<file path="config.mk">
export PLATFORM = sky130hd
export DESIGN_NAME = pief_top
export DESIGN_NICKNAME = d
export VERILOG_FILES = /design/src/logic/pief_pkg.sv /design/src/logic/pief_top.sv
export SDC_FILE = /design/constraint.sdc
export NUM_CORES = 1
export LEC_CHECK = 0
export BUFFER_PORTS_ARGS = -buffer_cell sky130_fd_sc_hd__buf_4
export CAP_MARGIN = 20
export CELL_PAD_IN_SITES_DETAIL_PLACEMENT = 0
export CELL_PAD_IN_SITES_GLOBAL_PLACEMENT = 1
export CORE_UTILIZATION = 25
export DETAILED_ROUTE_END_ITERATION = 10
export HOLD_SLACK_MARGIN = 0.15
export PLACE_DENSITY_LB_ADDON = 0.1
export SLEW_MARGIN = 10
export SYNTH_ARGS = -nofsm -noshare
export SYNTH_HDL_FRONTEND = slang
export SYNTH_SLANG_ARGS = --single-unit
</file>
<file path="constraint.sdc">
create_clock -name CLOCK -period 2.5 [get_ports CLOCK]
set_input_delay 0.25 -clock CLOCK [delete_from_list [all_inputs] [get_ports CLOCK]]
set_output_delay 0.25 -clock CLOCK [all_outputs]
set_load 0.01 [all_outputs]
</file>
<file path="src/logic/pief_pkg.sv">
package pief_pkg;
  // Register byte addresses on the Avalon-MM bus (word aligned)
  localparam logic [4:0] PIEF_ADDR_ENA = 5'h00;
  localparam logic [4:0] PIEF_ADDR_ENB = 5'h04;
  localparam logic [4:0] PIEF_ADDR_FLGA = 5'h08;
  localparam logic [4:0] PIEF_ADDR_CTRL = 5'h0c;
  localparam logic [4:0] PIEF_ADDR_STAT = 5'h10;
  // Field positions, enable and flag A share a layout
  localparam int PIEF_B_ADC = 6;
  localparam int PIEF_B_BCL = 5;
  localparam int PIEF_B_SSP = 4;
  localparam int PIEF_B_TMB = 1;
  localparam int PIEF_B_TMA = 0;
  localparam int PIEF_B_UV = 7;
  localparam int PIEF_B_OC = 5;
  localparam int PIEF_B_OV = 4;
  localparam int PIEF_B_VIN = 1;
  localparam int PIEF_B_GIE = 7;
  localparam int PIEF_B_PERIPH_IRQ_MASTER_EN = 6;
  // Implemented bit masks
  localparam logic [7:0] PIEF_MASK_A = 8'h73;
  localparam logic [7:0] PIEF_MASK_B = 8'hb2;
  localparam logic [7:0] PIEF_MASK_CTRL = 8'hc0;
  // Reset values
  localparam logic [7:0] PIEF_RST_ENA = 8'h00;
  localparam logic [7:0] PIEF_RST_ENB = 8'h00;
  localparam logic [7:0] PIEF_RST_FLGA = 8'h00;
  localparam logic [7:0] PIEF_RST_CTRL = 8'h00;

  typedef struct packed {
    logic adc_done;
    logic bus_collision;
    logic serial_port;
    logic timer_b_match;
    logic timer_a_rollover;
  } pief_evt_a_t;

  typedef struct packed {
    logic out_undervolt;
    logic out_overcurrent;
    logic out_overvolt;
    logic input_undervoltage_lockout;
  } pief_evt_b_t;

  typedef enum logic [1:0] {
    PIEF_IDLE = 2'b00,
    PIEF_ACK = 2'b01
  } pief_bus_st_t;
endpackage : pief_pkg

</file>
<file path="src/logic/pief_top.sv">
`timescale 1ns/10ps
module pief_top
  import pief_pkg::*;
(
  input wire logic CLOCK,
  input wire logic RSTN,
  input wire logic [4:0] AVS_ADDRESS,
  input wire logic AVS_READ,
  input wire logic AVS_WRITE,
  input wire logic [31:0] AVS_WRITEDATA,
  input wire logic [3:0] AVS_BYTEENABLE,
  output logic [31:0] AVS_READDATA,
  output logic AVS_WAITREQUEST,
  output logic AVS_RESPONSE_ERR,
  input wire pief_evt_a_t EVT_A,
  input wire pief_evt_b_t EVT_B,
  output logic PERIPH_IRQ
);

  logic [7:0] ena_ff;
  logic [7:0] enb_ff;
  logic [7:0] flga_ff;
  logic [7:0] ctrl_ff;
  logic [7:0] evt_b_ff;
  pief_bus_st_t st_ff;
  logic [7:0] evt_a_vec;
  logic [7:0] evt_b_vec;
  logic wr_go;
  logic rd_go;
  logic lane0;
  logic [7:0] nxt_flga;
  logic [7:0] rd_mux;
  logic irq_a_any;
  logic irq_b_any;
  logic nxt_irq;
  logic [31:0] nxt_rdata;

  // Address decode used by both read mux and write strobes
  function automatic logic hit(input logic [4:0] a, input logic [4:0] r);
    hit = (a == r);
  endfunction : hit

  function automatic logic mapped(input logic [4:0] a);
    mapped = hit(a, PIEF_ADDR_ENA) | hit(a, PIEF_ADDR_ENB) |
             hit(a, PIEF_ADDR_FLGA) | hit(a, PIEF_ADDR_CTRL) |
             hit(a, PIEF_ADDR_STAT);
  endfunction : mapped

  // Event pulses mapped onto the register bit layout
  always_comb begin
    evt_a_vec = 8'h00;
    evt_a_vec[PIEF_B_ADC] = EVT_A.adc_done;
    evt_a_vec[PIEF_B_BCL] = EVT_A.bus_collision;
    evt_a_vec[PIEF_B_SSP] = EVT_A.serial_port;
    evt_a_vec[PIEF_B_TMB] = EVT_A.timer_b_match;
    evt_a_vec[PIEF_B_TMA] = EVT_A.timer_a_rollover;
    evt_b_vec = 8'h00;
    evt_b_vec[PIEF_B_UV] = EVT_B.out_undervolt;
    evt_b_vec[PIEF_B_OC] = EVT_B.out_overcurrent;
    evt_b_vec[PIEF_B_OV] = EVT_B.out_overvolt;
    evt_b_vec[PIEF_B_VIN] = EVT_B.input_undervoltage_lockout;
  end

  // Bus handshake: one wait cycle, request taken in ACK state
  always_ff @(posedge CLOCK) begin
    if (!RSTN) begin
      st_ff <= PIEF_IDLE;
    end else begin
      case (st_ff)
        PIEF_IDLE: begin
          if (AVS_READ | AVS_WRITE) begin
            st_ff <= PIEF_ACK;
          end
        end
        PIEF_ACK: begin
          st_ff <= PIEF_IDLE;
        end
        default: begin
          st_ff <= PIEF_IDLE;
        end
      endcase
    end
  end

  assign AVS_WAITREQUEST = (AVS_READ | AVS_WRITE) & (st_ff != PIEF_ACK);
  assign wr_go = AVS_WRITE & (st_ff == PIEF_ACK);
  assign rd_go = AVS_READ & (st_ff == PIEF_ACK);
  assign lane0 = AVS_BYTEENABLE[0];

  // Enable registers, unimplemented bits never stored
  always_ff @(posedge CLOCK) begin
    if (!RSTN) begin
      ena_ff <= PIEF_RST_ENA;
      enb_ff <= PIEF_RST_ENB;
      ctrl_ff <= PIEF_RST_CTRL;
    end else if (wr_go && lane0) begin
      if (hit(AVS_ADDRESS, PIEF_ADDR_ENA)) begin
        ena_ff <= AVS_WRITEDATA[7:0] & PIEF_MASK_A;
      end
      if (hit(AVS_ADDRESS, PIEF_ADDR_ENB)) begin
        enb_ff <= AVS_WRITEDATA[7:0] & PIEF_MASK_B;
      end
      if (hit(AVS_ADDRESS, PIEF_ADDR_CTRL)) begin
        ctrl_ff <= AVS_WRITEDATA[7:0] & PIEF_MASK_CTRL;
      end
    end
  end

  // Flags: software writes value, a same-cycle event wins
  always_comb begin
    nxt_flga = flga_ff;
    if (wr_go && lane0 && hit(AVS_ADDRESS, PIEF_ADDR_FLGA)) begin
      nxt_flga = AVS_WRITEDATA[7:0];
    end
    nxt_flga = (nxt_flga | evt_a_vec) & PIEF_MASK_A;
  end

  always_ff @(posedge CLOCK) begin
    if (!RSTN) begin
      flga_ff <= PIEF_RST_FLGA;
    end else begin
      flga_ff <= nxt_flga;
    end
  end

  // Second-bank events latched sticky until written clear
  always_ff @(posedge CLOCK) begin
    if (!RSTN) begin
      evt_b_ff <= 8'h00;
    end else if (wr_go && lane0 && hit(AVS_ADDRESS, PIEF_ADDR_STAT)) begin
      evt_b_ff <= ((evt_b_ff & AVS_WRITEDATA[7:0]) | evt_b_vec) & PIEF_MASK_B;
    end else begin
      evt_b_ff <= (evt_b_ff | evt_b_vec) & PIEF_MASK_B;
    end
  end

  // Interrupt request tree
  assign irq_a_any = |(flga_ff & ena_ff);
  assign irq_b_any = |(evt_b_ff & enb_ff);
  assign nxt_irq = (irq_a_any | irq_b_any) & ctrl_ff[PIEF_B_PERIPH_IRQ_MASTER_EN] &
                   ctrl_ff[PIEF_B_GIE];

  always_ff @(posedge CLOCK) begin
    if (!RSTN) begin
      PERIPH_IRQ <= 1'b0;
    end else begin
      PERIPH_IRQ <= nxt_irq;
    end
  end

  // Read data, unimplemented bits read zero
  always_comb begin
    rd_mux = 8'h00;
    if (hit(AVS_ADDRESS, PIEF_ADDR_ENA)) begin
      rd_mux = ena_ff & PIEF_MASK_A;
    end else if (hit(AVS_ADDRESS, PIEF_ADDR_ENB)) begin
      rd_mux = enb_ff & PIEF_MASK_B;
    end else if (hit(AVS_ADDRESS, PIEF_ADDR_FLGA)) begin
      rd_mux = flga_ff & PIEF_MASK_A;
    end else if (hit(AVS_ADDRESS, PIEF_ADDR_CTRL)) begin
      rd_mux = ctrl_ff;
    end else if (hit(AVS_ADDRESS, PIEF_ADDR_STAT)) begin
      rd_mux = evt_b_ff;
    end
    nxt_rdata = {24'h000000, rd_mux};
  end

  // Read data registered while the request waits
  always_ff @(posedge CLOCK) begin
    if (!RSTN) begin
      AVS_READDATA <= 32'h00000000;
    end else if (AVS_READ && st_ff == PIEF_IDLE) begin
      AVS_READDATA <= nxt_rdata;
    end
  end

  always_ff @(posedge CLOCK) begin
    if (!RSTN) begin
      AVS_RESPONSE_ERR <= 1'b0;
    end else if (AVS_READ | AVS_WRITE) begin
      AVS_RESPONSE_ERR <= !mapped(AVS_ADDRESS);
    end
  end

  // Checks
  AST_IRQ_GATED: assert property (
    @(posedge CLOCK) disable iff (!RSTN)
    !(ctrl_ff[PIEF_B_GIE] && ctrl_ff[PIEF_B_PERIPH_IRQ_MASTER_EN])
    |=> !PERIPH_IRQ)
    else $error("Irq raised while gated off");
  AST_IRQ_CAUSE: assert property (
    @(posedge CLOCK) disable iff (!RSTN)
    PERIPH_IRQ
    |-> $past(irq_a_any | irq_b_any))
    else $error("Irq without enabled flag");
  AST_IRQ_NONE: assert property (
    @(posedge CLOCK) disable iff (!RSTN)
    ((flga_ff & ena_ff) == 8'h00 && (evt_b_ff & enb_ff) == 8'h00)
    |=> !PERIPH_IRQ)
    else $error("Irq with no enabled source");
  AST_A_MASKED: assert property (
    @(posedge CLOCK) disable iff (!RSTN)
    (ena_ff == 8'h00 && enb_ff == 8'h00)
    |=> !PERIPH_IRQ)
    else $error("Irq with all enables clear");
  AST_ADC_EN: assert property (
    @(posedge CLOCK) disable iff (!RSTN)
    (flga_ff[PIEF_B_ADC] && ena_ff[PIEF_B_ADC] && ctrl_ff == PIEF_MASK_CTRL)
    |=> PERIPH_IRQ)
    else $error("Adc interrupt not delivered");
  AST_BCL_EN: assert property (
    @(posedge CLOCK) disable iff (!RSTN)
    (flga_ff[PIEF_B_BCL] && ena_ff[PIEF_B_BCL] && ctrl_ff == PIEF_MASK_CTRL)
    |=> PERIPH_IRQ)
    else $error("Bus collision interrupt not delivered");
  AST_SSP_EN: assert property (
    @(posedge CLOCK) disable iff (!RSTN)
    (flga_ff[PIEF_B_SSP] && ena_ff[PIEF_B_SSP] && ctrl_ff == PIEF_MASK_CTRL)
    |=> PERIPH_IRQ)
    else $error("Serial port interrupt not delivered");
  AST_TMB_EN: assert property (
    @(posedge CLOCK) disable iff (!RSTN)
    (flga_ff[PIEF_B_TMB] && ena_ff[PIEF_B_TMB] && ctrl_ff == PIEF_MASK_CTRL)
    |=> PERIPH_IRQ)
    else $error("Timer b interrupt not delivered");
  AST_TMA_EN: assert property (
    @(posedge CLOCK) disable iff (!RSTN)
    (flga_ff[PIEF_B_TMA] && ena_ff[PIEF_B_TMA] && ctrl_ff == PIEF_MASK_CTRL)
    |=> PERIPH_IRQ)
    else $error("Timer a interrupt not delivered");
  AST_UV_EN: assert property (
    @(posedge CLOCK) disable iff (!RSTN)
    (evt_b_ff[PIEF_B_UV] && enb_ff[PIEF_B_UV] && ctrl_ff == PIEF_MASK_CTRL)
    |=> PERIPH_IRQ)
    else $error("Undervolt interrupt not delivered");
  AST_OC_EN: assert property (
    @(posedge CLOCK) disable iff (!RSTN)
    (evt_b_ff[PIEF_B_OC] && enb_ff[PIEF_B_OC] && ctrl_ff == PIEF_MASK_CTRL)
    |=> PERIPH_IRQ)
    else $error("Overcurrent interrupt not delivered");
  AST_OV_EN: assert property (
    @(posedge CLOCK) disable iff (!RSTN)
    (evt_b_ff[PIEF_B_OV] && enb_ff[PIEF_B_OV] && ctrl_ff == PIEF_MASK_CTRL)
    |=> PERIPH_IRQ)
    else $error("Overvolt interrupt not delivered");
  AST_VIN_EN: assert property (
    @(posedge CLOCK) disable iff (!RSTN)
    (evt_b_ff[PIEF_B_VIN] && enb_ff[PIEF_B_VIN] && ctrl_ff == PIEF_MASK_CTRL)
    |=> PERIPH_IRQ)
    else $error("Input undervoltage_lockout interrupt not delivered");
  AST_FLAG_SET: assert property (
    @(posedge CLOCK) disable iff (!RSTN)
    EVT_A.timer_b_match
    |=> flga_ff[PIEF_B_TMB])
    else $error("Timer b flag not set");
  AST_TMA_FLAG: assert property (
    @(posedge CLOCK) disable iff (!RSTN)
    EVT_A.timer_a_rollover
    |=> flga_ff[PIEF_B_TMA])
    else $error("Timer a flag not set");
  AST_ADC_FLAG: assert property (
    @(posedge CLOCK) disable iff (!RSTN)
    EVT_A.adc_done
    |=> flga_ff[PIEF_B_ADC])
    else $error("Adc flag not set");
  AST_BCL_FLAG: assert property (
    @(posedge CLOCK) disable iff (!RSTN)
    EVT_A.bus_collision
    |=> flga_ff[PIEF_B_BCL])
    else $error("Bus collision flag not set");
  AST_SSP_FLAG: assert property (
    @(posedge CLOCK) disable iff (!RSTN)
    EVT_A.serial_port
    |=> flga_ff[PIEF_B_SSP])
    else $error("Serial port flag not set");
  AST_B_STICKY: assert property (
    @(posedge CLOCK) disable iff (!RSTN)
    (evt_b_vec != 8'h00)
    |=> ((evt_b_ff & $past(evt_b_vec)) == $past(evt_b_vec)))
    else $error("Bank b event not latched");
  AST_FLAG_HOLD: assert property (
    @(posedge CLOCK) disable iff (!RSTN)
    (flga_ff[PIEF_B_TMA] && !wr_go)
    |=> flga_ff[PIEF_B_TMA])
    else $error("Timer a flag dropped");
  AST_TMB_HOLD: assert property (
    @(posedge CLOCK) disable iff (!RSTN)
    (flga_ff[PIEF_B_TMB] && !wr_go)
    |=> flga_ff[PIEF_B_TMB])
    else $error("Timer b flag dropped");
  AST_TMB_CLR: assert property (
    @(posedge CLOCK) disable iff (!RSTN)
    (wr_go && lane0 && hit(AVS_ADDRESS, PIEF_ADDR_FLGA) &&
     !AVS_WRITEDATA[PIEF_B_TMB] && !EVT_A.timer_b_match)
    |=> !flga_ff[PIEF_B_TMB])
    else $error("Timer b flag not cleared");
  AST_TMA_CLR: assert property (
    @(posedge CLOCK) disable iff (!RSTN)
    (wr_go && lane0 && hit(AVS_ADDRESS, PIEF_ADDR_FLGA) &&
     !AVS_WRITEDATA[PIEF_B_TMA] && !EVT_A.timer_a_rollover)
    |=> !flga_ff[PIEF_B_TMA])
    else $error("Timer a flag not cleared");
  AST_ADC_ZERO: assert property (
    @(posedge CLOCK) disable iff (!RSTN)
    (!flga_ff[PIEF_B_ADC] && !EVT_A.adc_done && !wr_go)
    |=> !flga_ff[PIEF_B_ADC])
    else $error("Adc flag set with no conversion");
  AST_UNIMP_A: assert property (
    @(posedge CLOCK) disable iff (!RSTN)
    (flga_ff & ~PIEF_MASK_A) == 8'h00 &&
    (ena_ff & ~PIEF_MASK_A) == 8'h00)
    else $error("Unimplemented bit set");
  AST_UNIMP_B: assert property (
    @(posedge CLOCK) disable iff (!RSTN)
    (enb_ff & ~PIEF_MASK_B) == 8'h00 &&
    (evt_b_ff & ~PIEF_MASK_B) == 8'h00)
    else $error("Unimplemented bank b bit set");
  AST_RD_UNIMP: assert property (
    @(posedge CLOCK) disable iff (!RSTN)
    (rd_go && (hit(AVS_ADDRESS, PIEF_ADDR_ENA) ||
     hit(AVS_ADDRESS, PIEF_ADDR_FLGA)))
    |-> (AVS_READDATA & ~{24'h000000, PIEF_MASK_A}) == 32'h00000000)
    else $error("Unimplemented bit read as one");
  AST_RESET: assert property (
    @(posedge CLOCK)
    !RSTN
    |=> (ena_ff == 8'h00 && enb_ff == 8'h00 && flga_ff == 8'h00))
    else $error("Reset did not clear registers");
  AST_RESET_IRQ: assert property (
    @(posedge CLOCK)
    !RSTN
    |=> (!PERIPH_IRQ && ctrl_ff == 8'h00 && evt_b_ff == 8'h00))
    else $error("Reset did not clear request");

endmodule : pief_top

</file>
==> impl_metrics.yaml <==
logic_synthesis:
  synthArstFlopShare_pct: 0
  synth_top_family_by_area: "simple AND/OR/NAND/NOR gates"
  ys.flop_type: "dfxtp_1"
  ys_ff_latch: 29
  ys_seq_area_share_pct: 37.0
  ys_top_cells_by_area: "dfxtp_1 37%, buf_4 12%, mux2i_1 8.9%"
  synthXorXnorAreaFrac_pct: 0
  synth_commonest_cells: "29 x dfxtp_1, 26 x buf_4, 16 x nor2_1, 16 x nor2b_1, 14 x mux2i_1"
  yosysWarnings: 0
  yosys.area.top_type_share_pct: 37.0
  synth_edf_count: 0
  synthCells: 181
  synth.distinct_cells: 32
  synth_compound_area_share_pct: 17.1
  synth_largest_area_cell: "dfxtp_1"
  synth.mux.area_fraction_pct: 8.92
  syn_area_um2: 1570
  yosys.area_share.simple_pct: 21.8
  synth-adder-area-share_pct: 0
  yosysMostFrequentCell: "dfxtp_1"
  synth_area_per_cell_um2: 8.68
outcome:
  status: "complete, no violations"
place:
  dp_slack_ns: 0.623
  gp_congestion: 0.740
  portBuffers: 33
  dp_hpwl_um: 2950
timing:
  setup_viol: 0
  period_share_pct: 63.2
  fmax_ghz: 0.633
  fin_worst_skew_ns: 0.00865
  finalWorstSetupSlack_ns: 0.920
  slew_viol_final: 0
  rsz0062_at_grt: "false"
  tightest_slew_ns: 0.716
  relSlewSlack_pct: 51.9
  fin_setup_tns_ns: 0
  final_hold_viol_count: 0
  min_period_ns: 1.58
power_and_ir_drop:
  p_leak_uw: 0.000742
  power_frac_seq_pct: 43.5
  powerDensity_nw_per_um2: 595
  combPwrFrac_pct: 11.8
  p_sw_uw: 270
  clock_power_share_pct: 44.7
  switching_share_pct: 23.9
  power.internal_uw: 861
  peakVddDrop_v: 0.000187
grt:
  track_usage_pct: 12.7
  grt_max_degree: 33
  grt_pass1_vias: 1164
  grt_pass1_wl_um: 6130
  antenna_found_initial: 0
  grt_overflow_total: 0
worst_hold_path:
  hp-start: "EVT_A[0]"
  min_path_type: "in -> reg"
setup_path:
  cp-start-kind: "flop"
  critPathLaunch: "st_ff[0]"
  critPathKind: "reg -> reg"
  cp.required_ns: 2.67
  timing.rr.end: "enb_ff[5]"
  worst-path-max-fanout: 5
  endpoint: "enb_ff[5]"
  r2r_setup_slack_ns: 0.92
  worstPathArrival_ns: 1.75
  cp-end-kind: "flop"
  r2r-start: "st_ff[0]"
  worst_r2r_path_depth: 4
die:
  die_w_um: 81.3
  fp.dieH_um: 81.3
  ios: 89
  fp-row-count: 28
  die_area_um2: 6600
  core_um2: 5990
  start_util_pct: 26.2
routing:
  drt_iter0_drc: 84
  drc: 0
  detail_route.wl_per_cell_um: 13.3
  vias: 1291
  firstDrtPassIters: 4
  ant_nets: 0
  viasPerCell: 4.45
  wirelength_um: 3870
clock_network:
  cts_sinks: 29
  clk_pin_slew_ns: 0.06
  cts-root-buf: "clkbuf_8"
  cts_made_buffers: 5
  cts_hold_buf: 0
  clock_path_buffers: 2
  cts_setup_buffers: 0
  cts_resized: 0
  tritoncts: "yes"
  htree_levels: 2
  clk_latency_ns: 0.28
final_layout:
  layout-drive-gt1-share_pct: 20.9
  area_growth_pct: 21.0
  antenna_cells: 0
  final_nets: 268
flow_run:
  drv_cap: 0
## state kept, by name, indices dropped and copies added, names as in the netlist
register / cells
st_ff: 1
flga_ff: 5
ctrl_ff: 2
evt_b_ff: 4
enb_ff: 4
AVS_READDATA: 6
AVS_RESPONSE_ERR: 1
ena_ff: 5
PERIPH_IRQ: 1
## through the flow
| step | total power [uW] | utilization [%] | area (um2) | std cells | hold slack, ns |
|---|---|---|---|---|---|
| after floorplan | 603 | - | 1660 | 206 | 0.401 |
| after global placement | 634 | 29.8 | 1780 | 282 | 0.452 |
| after detailed placement | 636 | 29.8 | 1780 | 282 | 0.461 |
| after CTS | 1150 | 31.7 | 1900 | 290 | 0.218 |
| after global routing | 1190 | 31.7 | 1900 | 290 | 0.215 |
| final | 1130 | 31.7 | 1900 | 290 | 0.227 |
## cell usage in the layout (no fill, tap or decap)
cell        n
o21ai_0    11
bufinv_16   1
nand3_1     9
o211ai_1    2
nand2b_1    3
clkbuf_8    6
a22oi_1     2
nor2_1     16
a31o_2      1
inv_1       1
a21boi_0    1
nor4_4      1
a21oi_1    11
dfxtp_1    29
nor4_1      1
a32oi_1     1
nor2b_1    16
and3_1      1
nand2_1    10
and2_1      1
buf_4      34
nor3_1      2
or3_1       1
o2bb2ai_1   1
nor3b_2     2
a222oi_1    1
conb_1     26
o311a_1     5
a221oi_1    3
a2bb2oi_1   1
mux2i_1    14
clkbuf_1    1
## worst min path at each step
stage | to | slack, ns | depth (start not counted)
final | flga_ff[0] | 0.23 | 2
after global routing | flga_ff[0] | 0.21 | 2
after CTS | flga_ff[0] | 0.22 | 2
after detailed placement | AVS_READDATA[6] | 0.46 | 2
after global placement | AVS_READDATA[6] | 0.45 | 2
after floorplan | AVS_READDATA[7] | 0.40 | 2
## critical path, stage by stage, from the launching register on
cell and delay (ns):
dfxtp_1 0.37, nand3_1 0.29, nor3b_2 0.52, mux2i_1 0.24
nor2b_1 0.05
## cell families (layout without fill, tap and decap cells)
kind of cell,after synthesis,count (layout)
muxes,14,14
other,1,26
and+or+nand+nor,63,63
AOI/OAI and AO/OA,40,40
buffers and inverters,34,43
DFF,29,29
## cell type report
cell class,instances,area (um2)
Tap cell,75,93.8
Fill cell,674,4090
Clock buffer,7,86.3
Clock inverter,1,30.0
Sequential cell,29,581
Multi-Input combinational cell,143,850
Timing Repair Buffer,34,255
Inverter,1,3.75
## power by group through the flow
stage,combinational [uW],sequential [uW],clock (uW)
4_1_cts,134,492,525
5_1_grt,151,494,547
6_report,133,492,505
3_3_place_gp,132,502,0
2_1_floorplan,104,499,0
3_5_place_dp,134,502,0
## routing by layer
layer | share of wire (%) | global-route usage, %
met2 | 45 | 19.9
met3 | 5.7 | 3.93
met1 | 48 | 16.8
met4 | 0.49 | 3.21
met5 | 0 | 0
(Power assumes the default switching activity.)
